--- src/hw/ccu_pkg.sv ---
// Constants and types shared by the cooling unit controller and its timebase.
// Assumes a single 125 MHz clock and temperature codes from an external converter.
package ccu_pkg;

    // System clock and the one-second timebase derived from it.
    localparam int CCU_CLK_HZ = 125_000_000;
    localparam int CCU_TICK_S = 1;
    localparam int CCU_TICK_CYCLES = CCU_CLK_HZ * CCU_TICK_S;

    // Temperature codes are signed two's complement, CCU_TEMP_SCALE codes per degree Celsius.
    localparam int CCU_TEMP_W = 10;
    localparam int CCU_TEMP_SCALE = 4;
    typedef logic signed [CCU_TEMP_W-1:0] ccu_temp_type;

    // Thresholds in whole degrees Celsius, then as codes.
    localparam int CCU_COND_HI_DEGC = 25;
    localparam int CCU_COND_LO_DEGC = 23;
    localparam int CCU_AF_ENTER_DEGC = -1;
    localparam int CCU_AF_EXIT_DEGC = 10;
    localparam int CCU_SHORT_DEGC = 83;
    localparam int CCU_OPEN_DEGC = -34;
    localparam ccu_temp_type CCU_COND_HI_CODE = ccu_temp_type'(CCU_COND_HI_DEGC * CCU_TEMP_SCALE);
    localparam ccu_temp_type CCU_COND_LO_CODE = ccu_temp_type'(CCU_COND_LO_DEGC * CCU_TEMP_SCALE);
    localparam ccu_temp_type CCU_AF_ENTER_CODE = ccu_temp_type'(CCU_AF_ENTER_DEGC * CCU_TEMP_SCALE);
    localparam ccu_temp_type CCU_AF_EXIT_CODE = ccu_temp_type'(CCU_AF_EXIT_DEGC * CCU_TEMP_SCALE);
    localparam ccu_temp_type CCU_SHORT_CODE = ccu_temp_type'(CCU_SHORT_DEGC * CCU_TEMP_SCALE);
    localparam ccu_temp_type CCU_OPEN_CODE = ccu_temp_type'(CCU_OPEN_DEGC * CCU_TEMP_SCALE);

    // Intervals in seconds. The tick phase is free running, so one extra tick makes each a least time.
    localparam int CCU_RESTART_DELAY_S = 120;
    localparam int CCU_AF_MIN = 15;
    localparam int CCU_AF_S = CCU_AF_MIN * 60;
    localparam int CCU_COND_HOLD_S = 5;
    localparam int CCU_FLOAT_S = 60;
    localparam logic [7:0] CCU_DLY_TICKS = 8'(CCU_RESTART_DELAY_S + 1);
    localparam logic [9:0] CCU_AF_TICKS = 10'(CCU_AF_S + 1);
    localparam logic [2:0] CCU_HOLD_TICKS = 3'(CCU_COND_HOLD_S + 1);
    localparam logic [5:0] CCU_FLOAT_TICKS = 6'(CCU_FLOAT_S + 1);

    // Compressor sequencing.
    typedef enum logic [1:0] {CMP_IDLE, CMP_WAIT, CMP_RUN} ccu_cmp_type;

    typedef struct packed {
        ccu_cmp_type cmp;
        logic [7:0] dly;
        logic af;
        logic [9:0] af_cnt;
        logic cond_high;
        logic [2:0] hold;
        logic [5:0] flt_cnt;
        logic overflow;
        logic short_f;
        logic open_f;
        logic fire_lock;
        logic comp;
        logic evap;
        logic aux;
        logic evap_low;
        logic cond_fast;
        logic drain;
        logic buzzer;
        logic warn;
    } ccu_state_type;

    localparam ccu_state_type CCU_STATE_RST = '0;

endpackage

--- src/hw/ccu_controller.sv ---
// Supervisory controller of a portable cooling unit: relays, fan speeds, protection and alarms.
// Assumes thermostat, switch and float inputs are clean levels synchronous to mclk and that
// temperature codes are valid every cycle. Relay drivers and alarm wiring are outside.
module ccu_controller
    import ccu_pkg::*;
#(
    parameter int TICK_CYCLES = CCU_TICK_CYCLES
) (
    input wire logic mclk,                          // System clock, 125 MHz.
    input wire logic srst,                          // Synchronous reset, active high; power-up.
    input wire logic cool_call,                     // Thermostat compressor demand.
    input wire logic fan_call,                      // Thermostat fan call.
    input wire logic low_speed_select,              // Thermostat evaporator low-speed select.
    input wire ccu_temp_type evap_inlet_sensor,     // Evaporator inlet temperature code.
    input wire ccu_temp_type freeze_sensor,         // Freeze protection temperature code.
    input wire ccu_temp_type condenser_inlet_sensor, // Condenser inlet temperature code.
    input wire logic fan_test_switch,               // Configuration switch one.
    input wire logic cooling_test_switch,           // Configuration switch two.
    input wire logic delay_bypass_switch,           // Configuration switch three.
    input wire logic buzzer_mute_switch,            // Configuration switch four.
    input wire logic float_active,                  // Drain pan float switch, high when full.
    input wire logic fire_alarm,                    // Fire alarm panel input, high when alarming.
    output logic compressor_relay,                  // Compressor relay drive.
    output logic evap_fan_relay,                    // Evaporator fan on relay drive.
    output logic aux_relay,                         // Auxiliary relay, condenser fan on.
    output logic evap_fan_low,                      // Evaporator fan speed relay, high selects low speed.
    output logic cond_fan_high,                     // Condenser fan speed, high selects high speed.
    output logic drain_pump,                        // Drain pump drive.
    output logic buzzer,                            // Buzzer sound output.
    output logic warning_relay,                     // Warning signal relay drive.
    output logic sensor_short,                      // Latched shorted-sensor fault.
    output logic sensor_open,                       // Latched open-sensor fault.
    output logic overflow_alarm,                    // Latched condensation overflow alarm.
    output logic fire_lockout,                      // Unit held off by fire alarm.
    output logic antifrost_active                   // Anti-frost hold on the compressor.
);

    ccu_state_type s_q;
    ccu_state_type s_d;
    logic tick_en;
    logic stop;
    logic fan_req;
    logic demand;

    function automatic logic ccu_is_short(input ccu_temp_type t);
        return t >= CCU_SHORT_CODE;
    endfunction

    function automatic logic ccu_is_open(input ccu_temp_type t);
        return t <= CCU_OPEN_CODE;
    endfunction

    ccu_tick #(
        .TICK_CYCLES(TICK_CYCLES)
    ) u_tick (
        .mclk(mclk),
        .srst(srst),
        .tick_en(tick_en)
    );

    always_comb
    begin
        s_d = s_q;

        // Sensor faults latch; only reset clears them.
        s_d.short_f = s_q.short_f | ccu_is_short(evap_inlet_sensor) | ccu_is_short(freeze_sensor);
        s_d.open_f = s_q.open_f | ccu_is_open(evap_inlet_sensor) | ccu_is_open(freeze_sensor);

        // The count restarts whenever the float drops, so only an unbroken full pan trips.
        if (!float_active)
        begin
            s_d.flt_cnt = '0;
        end
        else if (tick_en && s_q.flt_cnt != CCU_FLOAT_TICKS)
        begin
            s_d.flt_cnt = s_q.flt_cnt + 6'h01;
        end
        s_d.overflow = s_q.overflow | (s_d.flt_cnt == CCU_FLOAT_TICKS);

        // A new alarm wins over the release by the fan call going low.
        s_d.fire_lock = fire_alarm | (s_q.fire_lock & fan_call);

        stop = s_d.short_f | s_d.open_f | s_d.overflow | s_d.fire_lock;
        fan_req = (fan_call | fan_test_switch | cooling_test_switch) & ~stop;
        demand = ((fan_call & cool_call) | cooling_test_switch) & ~stop;

        // Anti-frost runs its own timer so that a short dip still holds the compressor 15 minutes.
        if (!s_q.af)
        begin
            if (freeze_sensor < CCU_AF_ENTER_CODE)
            begin
                s_d.af = 1'b1;
                s_d.af_cnt = '0;
            end
        end
        else
        begin
            if (tick_en && s_q.af_cnt != CCU_AF_TICKS)
            begin
                s_d.af_cnt = s_q.af_cnt + 10'h001;
            end
            if (freeze_sensor >= CCU_AF_EXIT_CODE && s_q.af_cnt == CCU_AF_TICKS)
            begin
                s_d.af = 1'b0;
            end
        end

        // Restart delay. After reset the sequencer is idle, so the first demand waits too.
        unique case (s_q.cmp)
            CMP_IDLE:
            begin
                if (demand)
                begin
                    s_d.dly = CCU_DLY_TICKS;
                    s_d.cmp = delay_bypass_switch ? CMP_RUN : CMP_WAIT;
                end
            end
            CMP_WAIT:
            begin
                if (!demand)
                begin
                    s_d.cmp = CMP_IDLE;
                end
                else if (delay_bypass_switch || s_q.dly == '0)
                begin
                    s_d.cmp = CMP_RUN;
                end
                else if (tick_en)
                begin
                    s_d.dly = s_q.dly - 8'h01;
                end
            end
            CMP_RUN:
            begin
                if (!demand)
                begin
                    s_d.cmp = CMP_IDLE;
                end
            end
            default:
            begin
                s_d.cmp = CMP_IDLE;
            end
        endcase

        // Condenser speed hysteresis; between the thresholds the last choice stands.
        if (condenser_inlet_sensor >= CCU_COND_HI_CODE)
        begin
            s_d.cond_high = 1'b1;
        end
        else if (condenser_inlet_sensor <= CCU_COND_LO_CODE)
        begin
            s_d.cond_high = 1'b0;
        end

        // A starting condenser fan gets a high-speed burst before it may drop to low.
        if (fan_req && !s_q.evap)
        begin
            s_d.hold = CCU_HOLD_TICKS;
        end
        else if (!fan_req)
        begin
            s_d.hold = '0;
        end
        else if (tick_en && s_q.hold != '0)
        begin
            s_d.hold = s_q.hold - 3'h1;
        end

        s_d.comp = (s_d.cmp == CMP_RUN) & ~s_d.af;
        s_d.evap = fan_req;
        s_d.aux = fan_req;
        s_d.evap_low = fan_req & low_speed_select;
        s_d.cond_fast = fan_req & (s_d.cond_high | (s_d.hold != '0));
        s_d.drain = s_d.comp;
        s_d.warn = s_d.short_f | s_d.open_f | s_d.overflow;
        s_d.buzzer = (s_d.warn | s_d.fire_lock) & ~buzzer_mute_switch;
    end

    always_ff @(posedge mclk)
    begin
        if (srst)
        begin
            s_q <= CCU_STATE_RST;
        end
        else
        begin
            s_q <= s_d;
        end
    end

    assign compressor_relay = s_q.comp;
    assign evap_fan_relay = s_q.evap;
    assign aux_relay = s_q.aux;
    assign evap_fan_low = s_q.evap_low;
    assign cond_fan_high = s_q.cond_fast;
    assign drain_pump = s_q.drain;
    assign buzzer = s_q.buzzer;
    assign warning_relay = s_q.warn;
    assign sensor_short = s_q.short_f;
    assign sensor_open = s_q.open_f;
    assign overflow_alarm = s_q.overflow;
    assign fire_lockout = s_q.fire_lock;
    assign antifrost_active = s_q.af;

endmodule

--- src/hw/ccu_tick.sv ---
// One-cycle enable pulse every TICK_CYCLES clocks, the slow timebase of the controller.
// Assumes a synchronous active-high reset on the same clock.
module ccu_tick #(
    parameter int TICK_CYCLES = 125_000_000
) (
    input wire logic mclk, // System clock.
    input wire logic srst, // Synchronous reset, active high.
    output logic tick_en   // One-cycle pulse per tick period.
);

    localparam int CNT_W = $clog2(TICK_CYCLES);
    localparam logic [CNT_W-1:0] LAST = CNT_W'(TICK_CYCLES - 1);

    logic [CNT_W-1:0] cnt_q;
    logic [CNT_W-1:0] cnt_d;
    logic tick_q;
    logic tick_d;

    always_comb
    begin
        cnt_d = cnt_q + 1'b1;
        tick_d = 1'b0;
        if (cnt_q == LAST)
        begin
            cnt_d = '0;
            tick_d = 1'b1;
        end
    end

    always_ff @(posedge mclk)
    begin
        if (srst)
        begin
            cnt_q <= '0;
            tick_q <= 1'b0;
        end
        else
        begin
            cnt_q <= cnt_d;
            tick_q <= tick_d;
        end
    end

    assign tick_en = tick_q;

endmodule

--- config.mk ---
export PLATFORM = sky130hd
export DESIGN_NAME = ccu_controller
export DESIGN_NICKNAME = d
export VERILOG_FILES = /design/src/hw/ccu_pkg.sv /design/src/hw/ccu_controller.sv /design/src/hw/ccu_tick.sv
export SDC_FILE = /design/constraint.sdc
export NUM_CORES = 1
export LEC_CHECK = 0
export ABC_AREA = 1
export BUFFER_PORTS_ARGS = -buffer_cell sky130_fd_sc_hd__buf_4
export CORE_MARGIN = 4
export CORE_UTILIZATION = 31
export DETAILED_ROUTE_END_ITERATION = 12
export GPL_ROUTABILITY_DRIVEN = 0
export GPL_TIMING_DRIVEN = 1
export PLACE_DENSITY = 0.57
export SYNTH_ARGS = -nofsm -noshare
export SYNTH_HDL_FRONTEND = slang
export SYNTH_SLANG_ARGS = --single-unit
export TNS_END_PERCENT = 5
--- constraint.sdc ---
create_clock -name mclk -period 5.5 [get_ports mclk]
set_input_delay 0.55 -clock mclk [delete_from_list [all_inputs] [get_ports mclk]]
set_output_delay 0.55 -clock mclk [all_outputs]
set_load 0.01 [all_outputs]
==> key figures <==
Setup path
  • Depth of the worst register-to-register path: 9
  • CP Class: reg -> reg
  • Critical Path Source Type: register
  • Maximum net fanout on the critical path: 27
  • Data required time of the critical path: 5.72 ns
  • Data arrival time of the worst path: 2.30 ns
  • Nature of the critical path endpoint: register

Global route
  • Antenna violations before repair: 0
  • Maximum number of pins on one net before global-route repair: 28
  • Busiest layer in global routing: met2
  • Remaining Overflow, GRT: 0
  • Global-route wire length before repair: 14580 um
  • Met1 Usage GRT: 15.33%
  • Met2 track demand over resource: 21.09%
  • Gr usage total: 12.47%
  • Met3 track demand over resource in global routing: 2.403%
  • Vias in the first global route: 3366

Routing
  • Via/cell ratio: 4.639
  • Total number of vias: 3433
  • Drt first-iter violations: 173
  • Antenna violation net count after detailed routing: 0
  • Avg WL per Cell: 11.01 um
  • Residual DRC: 0
  • Routed WL: 8149 um
  • Detailed-routing iteration count for the pre-antenna-repair pass: 4

Synthesis
  • Post-synth ARST share: 0%
  • Mapped Cells: 537
  • Distinct cell type count of the synthesized netlist: 46
  • #FFs+latches synth: 69
  • Sequential cell area fraction in the yosys report: 36.91%
  • Mean cell area of the mapped netlist: 6.969 um^2
  • Prevailing post-synth register cell: sky130_fd_sc_hd__dfxtp_1
  • Number of synthesized flops with an enable pin: 0
  • Net Count, Synth: 587
  • Warnings from Yosys: 0
  • Netlist area before placement: 3742 um^2

Placement
  • Detailed Place HPWL: 6208 um
  • Buffers added on ports: 53
  • Pre-CTS setup slack: 3.293 ns
  • DP Cell Count: 724

Clocking
  • Worst-Skew Late Latency: 0.33 ns
  • Clock tree from TritonCTS: done
  • CTS Sinks: 69
  • Buffer depth of the longest clock path: 2
  • Clock transition at the registers of the reported paths: 0.05 ns
  • Number of H-tree levels: 3
  • Cells resized by post-CTS repair: 0
  • Hold Buf Count CTS: 0
  • Clock tree root buffer cell: sky130_fd_sc_hd__clkbuf_16
  • CTS buffer count: 9
  • Setup fix buffers added after clock tree synthesis: 0

Timing
  • Hold Worst Slack: 0.4435 ns
  • Clock Skew: 0.008433 ns
  • Ratio of final minimum period to clock period: 37.83%
  • # setup viols final: 0
  • Final setup slack of the worst path: 3.419 ns
  • Achievable Freq: 480.6 MHz
  • Count of endpoints failing hold in the final timing report: 0
  • Pin slew with the least headroom to its limit: 0.8647 ns
  • Post-route setup TNS: 0 ns
  • Period minus WS final: 2.081 ns
  • Setup repair after global routing missed its margin: no
  • Relative max-transition margin: 42.21%
  • Slew Limit Fails: 0

Power and ir drop
  • Net switching share of the total power: 22.41%
  • Total power divided by cell area: 257.7 nW/um^2
  • Peak supply drop: 0.0001885 V
  • Part of the power in combinational logic: 7.7%
  • Clock group share of total power: 48.6%
  • Static leakage: 1.916 nW
  • Net switching power figure: 0.2636 mW
  • Internal portion of total power: 0.9122 mW
  • Sequential share of power: 43.8%

Layout
  • Number of fillers in the final layout: 1211
  • NumNets Final: 642
  • Fraction of layout instances using a drive strength above 1: 15.41%
  • Layout area overhead: 21.90%
  • Fraction of the core area covered by cells at the end of the flow: 39.28%
  • Antenna cells: 0
  • Final std cells w/o fill: 740

Floorplanning
  • Width of the chip: 117.9 um
  • Effective utilization at floorplan: 32.22%
  • Die Footprint: 13890 um^2
  • I/O pins: 54
  • Number of core rows: 39
  • Core area: 11610 um^2
  • Y dimension of the die: 117.9 um

Min path
  • Hold Path Cell Cnt: 3
  • Hold Crit Class: in -> reg

Job
  • Number of max-cap violations: 0

Status
  • Run status: finished, final reports clean
through the flow:
stage / cell area [um^2] / power (mW)
after floorplan: 3742 / 0.5738
after global placement: 4268 / 0.6146
after detailed placement: 4268 / 0.6161
after CTS: 4562 / 1.192
after global routing: 4562 / 1.228
final: 4562 / 1.176
layout make-up:
cell class / instances / area [um^2] / area share (%)
sequential: 69 / 1381 / 30.28
tap: 143 / 178.9 / 3.922
multi-input combinational: 375 / 1994 / 43.72
clock buffer: 12 / 246.5 / 5.403
timing repair buffer: 53 / 397.9 / 8.722
clock inverter: 4 / 47.55 / 1.042
inverter: 84 / 315.3 / 6.912
worst max-delay path, stage by stage (launching register included):
cell	delay (ns)
sky130_fd_sc_hd__dfxtp_1	0.34
sky130_fd_sc_hd__ha_1	0.17
sky130_fd_sc_hd__nand2_1	0.08
sky130_fd_sc_hd__nor2_2	0.12
sky130_fd_sc_hd__inv_1	0.07
sky130_fd_sc_hd__nor4_1	0.17
sky130_fd_sc_hd__nand4_1	0.14
sky130_fd_sc_hd__nand2_1	0.66
sky130_fd_sc_hd__a21oi_1	0.08
sky130_fd_sc_hd__o21a_1	0.14
path summary, 6_finish.rpt:
path / startpoint / end / slack [ns]
setup / recovery: u_tick.cnt_q[0] / u_tick.cnt_q[9] / 3.42
hold / removal: low_speed_select / evap_fan_low / 0.44
setup reg to reg: u_tick.cnt_q[0] / u_tick.cnt_q[9] / 3.42
hold reg to reg: u_tick.cnt_q[0] / u_tick.cnt_q[0] / 0.45
power by group through the flow:
stage | combinational, mW | sequential, mW | clock (mW)
after floorplan | 0.0489 | 0.525 | 0
after global placement | 0.0895 | 0.525 | 0
after detailed placement | 0.0907 | 0.525 | 0
after CTS | 0.0912 | 0.514 | 0.586
after global routing | 0.103 | 0.516 | 0.610
final | 0.0900 | 0.515 | 0.571
layout by cell type, fill, tap and decap left out, types with 2 or more instances in the layout:
cell                        instances
sky130_fd_sc_hd__buf_4             53
sky130_fd_sc_hd__ha_1               9
sky130_fd_sc_hd__nor3_1            23
sky130_fd_sc_hd__o211ai_1           4
sky130_fd_sc_hd__dfxtp_1           69
sky130_fd_sc_hd__nand3b_1           4
sky130_fd_sc_hd__nand4_1           14
sky130_fd_sc_hd__xor2_1             9
sky130_fd_sc_hd__nand2_4            2
sky130_fd_sc_hd__nand2_1          111
sky130_fd_sc_hd__nor3b_1            8
sky130_fd_sc_hd__inv_2              3
sky130_fd_sc_hd__inv_1             81
sky130_fd_sc_hd__or2_2              2
sky130_fd_sc_hd__a21oi_1           31
sky130_fd_sc_hd__xnor2_1            6
sky130_fd_sc_hd__nand3_1           31
sky130_fd_sc_hd__nor2_2             4
sky130_fd_sc_hd__o21ai_0            9
sky130_fd_sc_hd__clkinv_2           2
sky130_fd_sc_hd__nor4_1             6
sky130_fd_sc_hd__clkbuf_16          9
sky130_fd_sc_hd__a211oi_1           2
sky130_fd_sc_hd__nor2_1            74
sky130_fd_sc_hd__clkbuf_1           2
sky130_fd_sc_hd__o21ai_1            2
sky130_fd_sc_hd__nand3_2            5
registers in the layout, summed over array words and instances, names as in the netlist:
signal            cells
u_tick.tick_en        1
fire_lockout          1
u_tick.cnt_q         27
s_q                  30
warning_relay         1
antifrost_active      1
buzzer                1
drain_pump            1
evap_fan_low          1
overflow_alarm        1
sensor_short          1
sensor_open           1
aux_relay             1
cond_fan_high         1
logic make-up (layout without fill, tap and decap cells):
| family | count (synthesis) | count (layout) | share of synthesized area, % |
|---|---|---|---|
| xor gates and xnor gates | 15 | 15 | 3.511 |
| buffers and inverters | 93 | 153 | 9.796 |
| DFF | 69 | 69 | 36.91 |
| and+or+nand+nor | 292 | 292 | 37.28 |
| AOI/OAI and AO/OA | 59 | 59 | 9.496 |
| adders and majority gates | 9 | 9 | 3.009 |
synthesized netlist by cell type, types with 2 or more instances:
library cell,instances,share of area [%]
sky130_fd_sc_hd__a211oi_1,2,0.40
sky130_fd_sc_hd__a21oi_1,31,4.1
sky130_fd_sc_hd__buf_4,2,0.40
sky130_fd_sc_hd__clkbuf_1,5,0.50
sky130_fd_sc_hd__dfxtp_1,69,37
sky130_fd_sc_hd__ha_1,9,3.0
sky130_fd_sc_hd__inv_1,81,8.1
sky130_fd_sc_hd__inv_2,3,0.30
sky130_fd_sc_hd__nand2_1,111,11
sky130_fd_sc_hd__nand2_4,2,0.60
sky130_fd_sc_hd__nand3_1,31,4.1
sky130_fd_sc_hd__nand3_2,5,1.3
sky130_fd_sc_hd__nand3b_1,4,0.80
sky130_fd_sc_hd__nand4_1,14,2.3
sky130_fd_sc_hd__nor2_1,74,7.4
sky130_fd_sc_hd__nor2_2,4,0.67
sky130_fd_sc_hd__nor3_1,23,3.1
sky130_fd_sc_hd__nor3b_1,8,1.6
sky130_fd_sc_hd__nor4_1,6,1.0
sky130_fd_sc_hd__o211ai_1,4,0.80
sky130_fd_sc_hd__o21ai_0,9,1.2
sky130_fd_sc_hd__o21ai_1,2,0.27
sky130_fd_sc_hd__or2_2,2,0.33
sky130_fd_sc_hd__xnor2_1,6,1.4
sky130_fd_sc_hd__xor2_1,9,2.1
metal layers:
layer | part of all wire, % | up-vias
met5 | 0 | -
li1 | - | 1845
met1 | 47 | 1544
met3 | 2.3 | 10
met4 | 1.9 | 0
met2 | 48 | 34
Power figures use the tool's default switching activity.
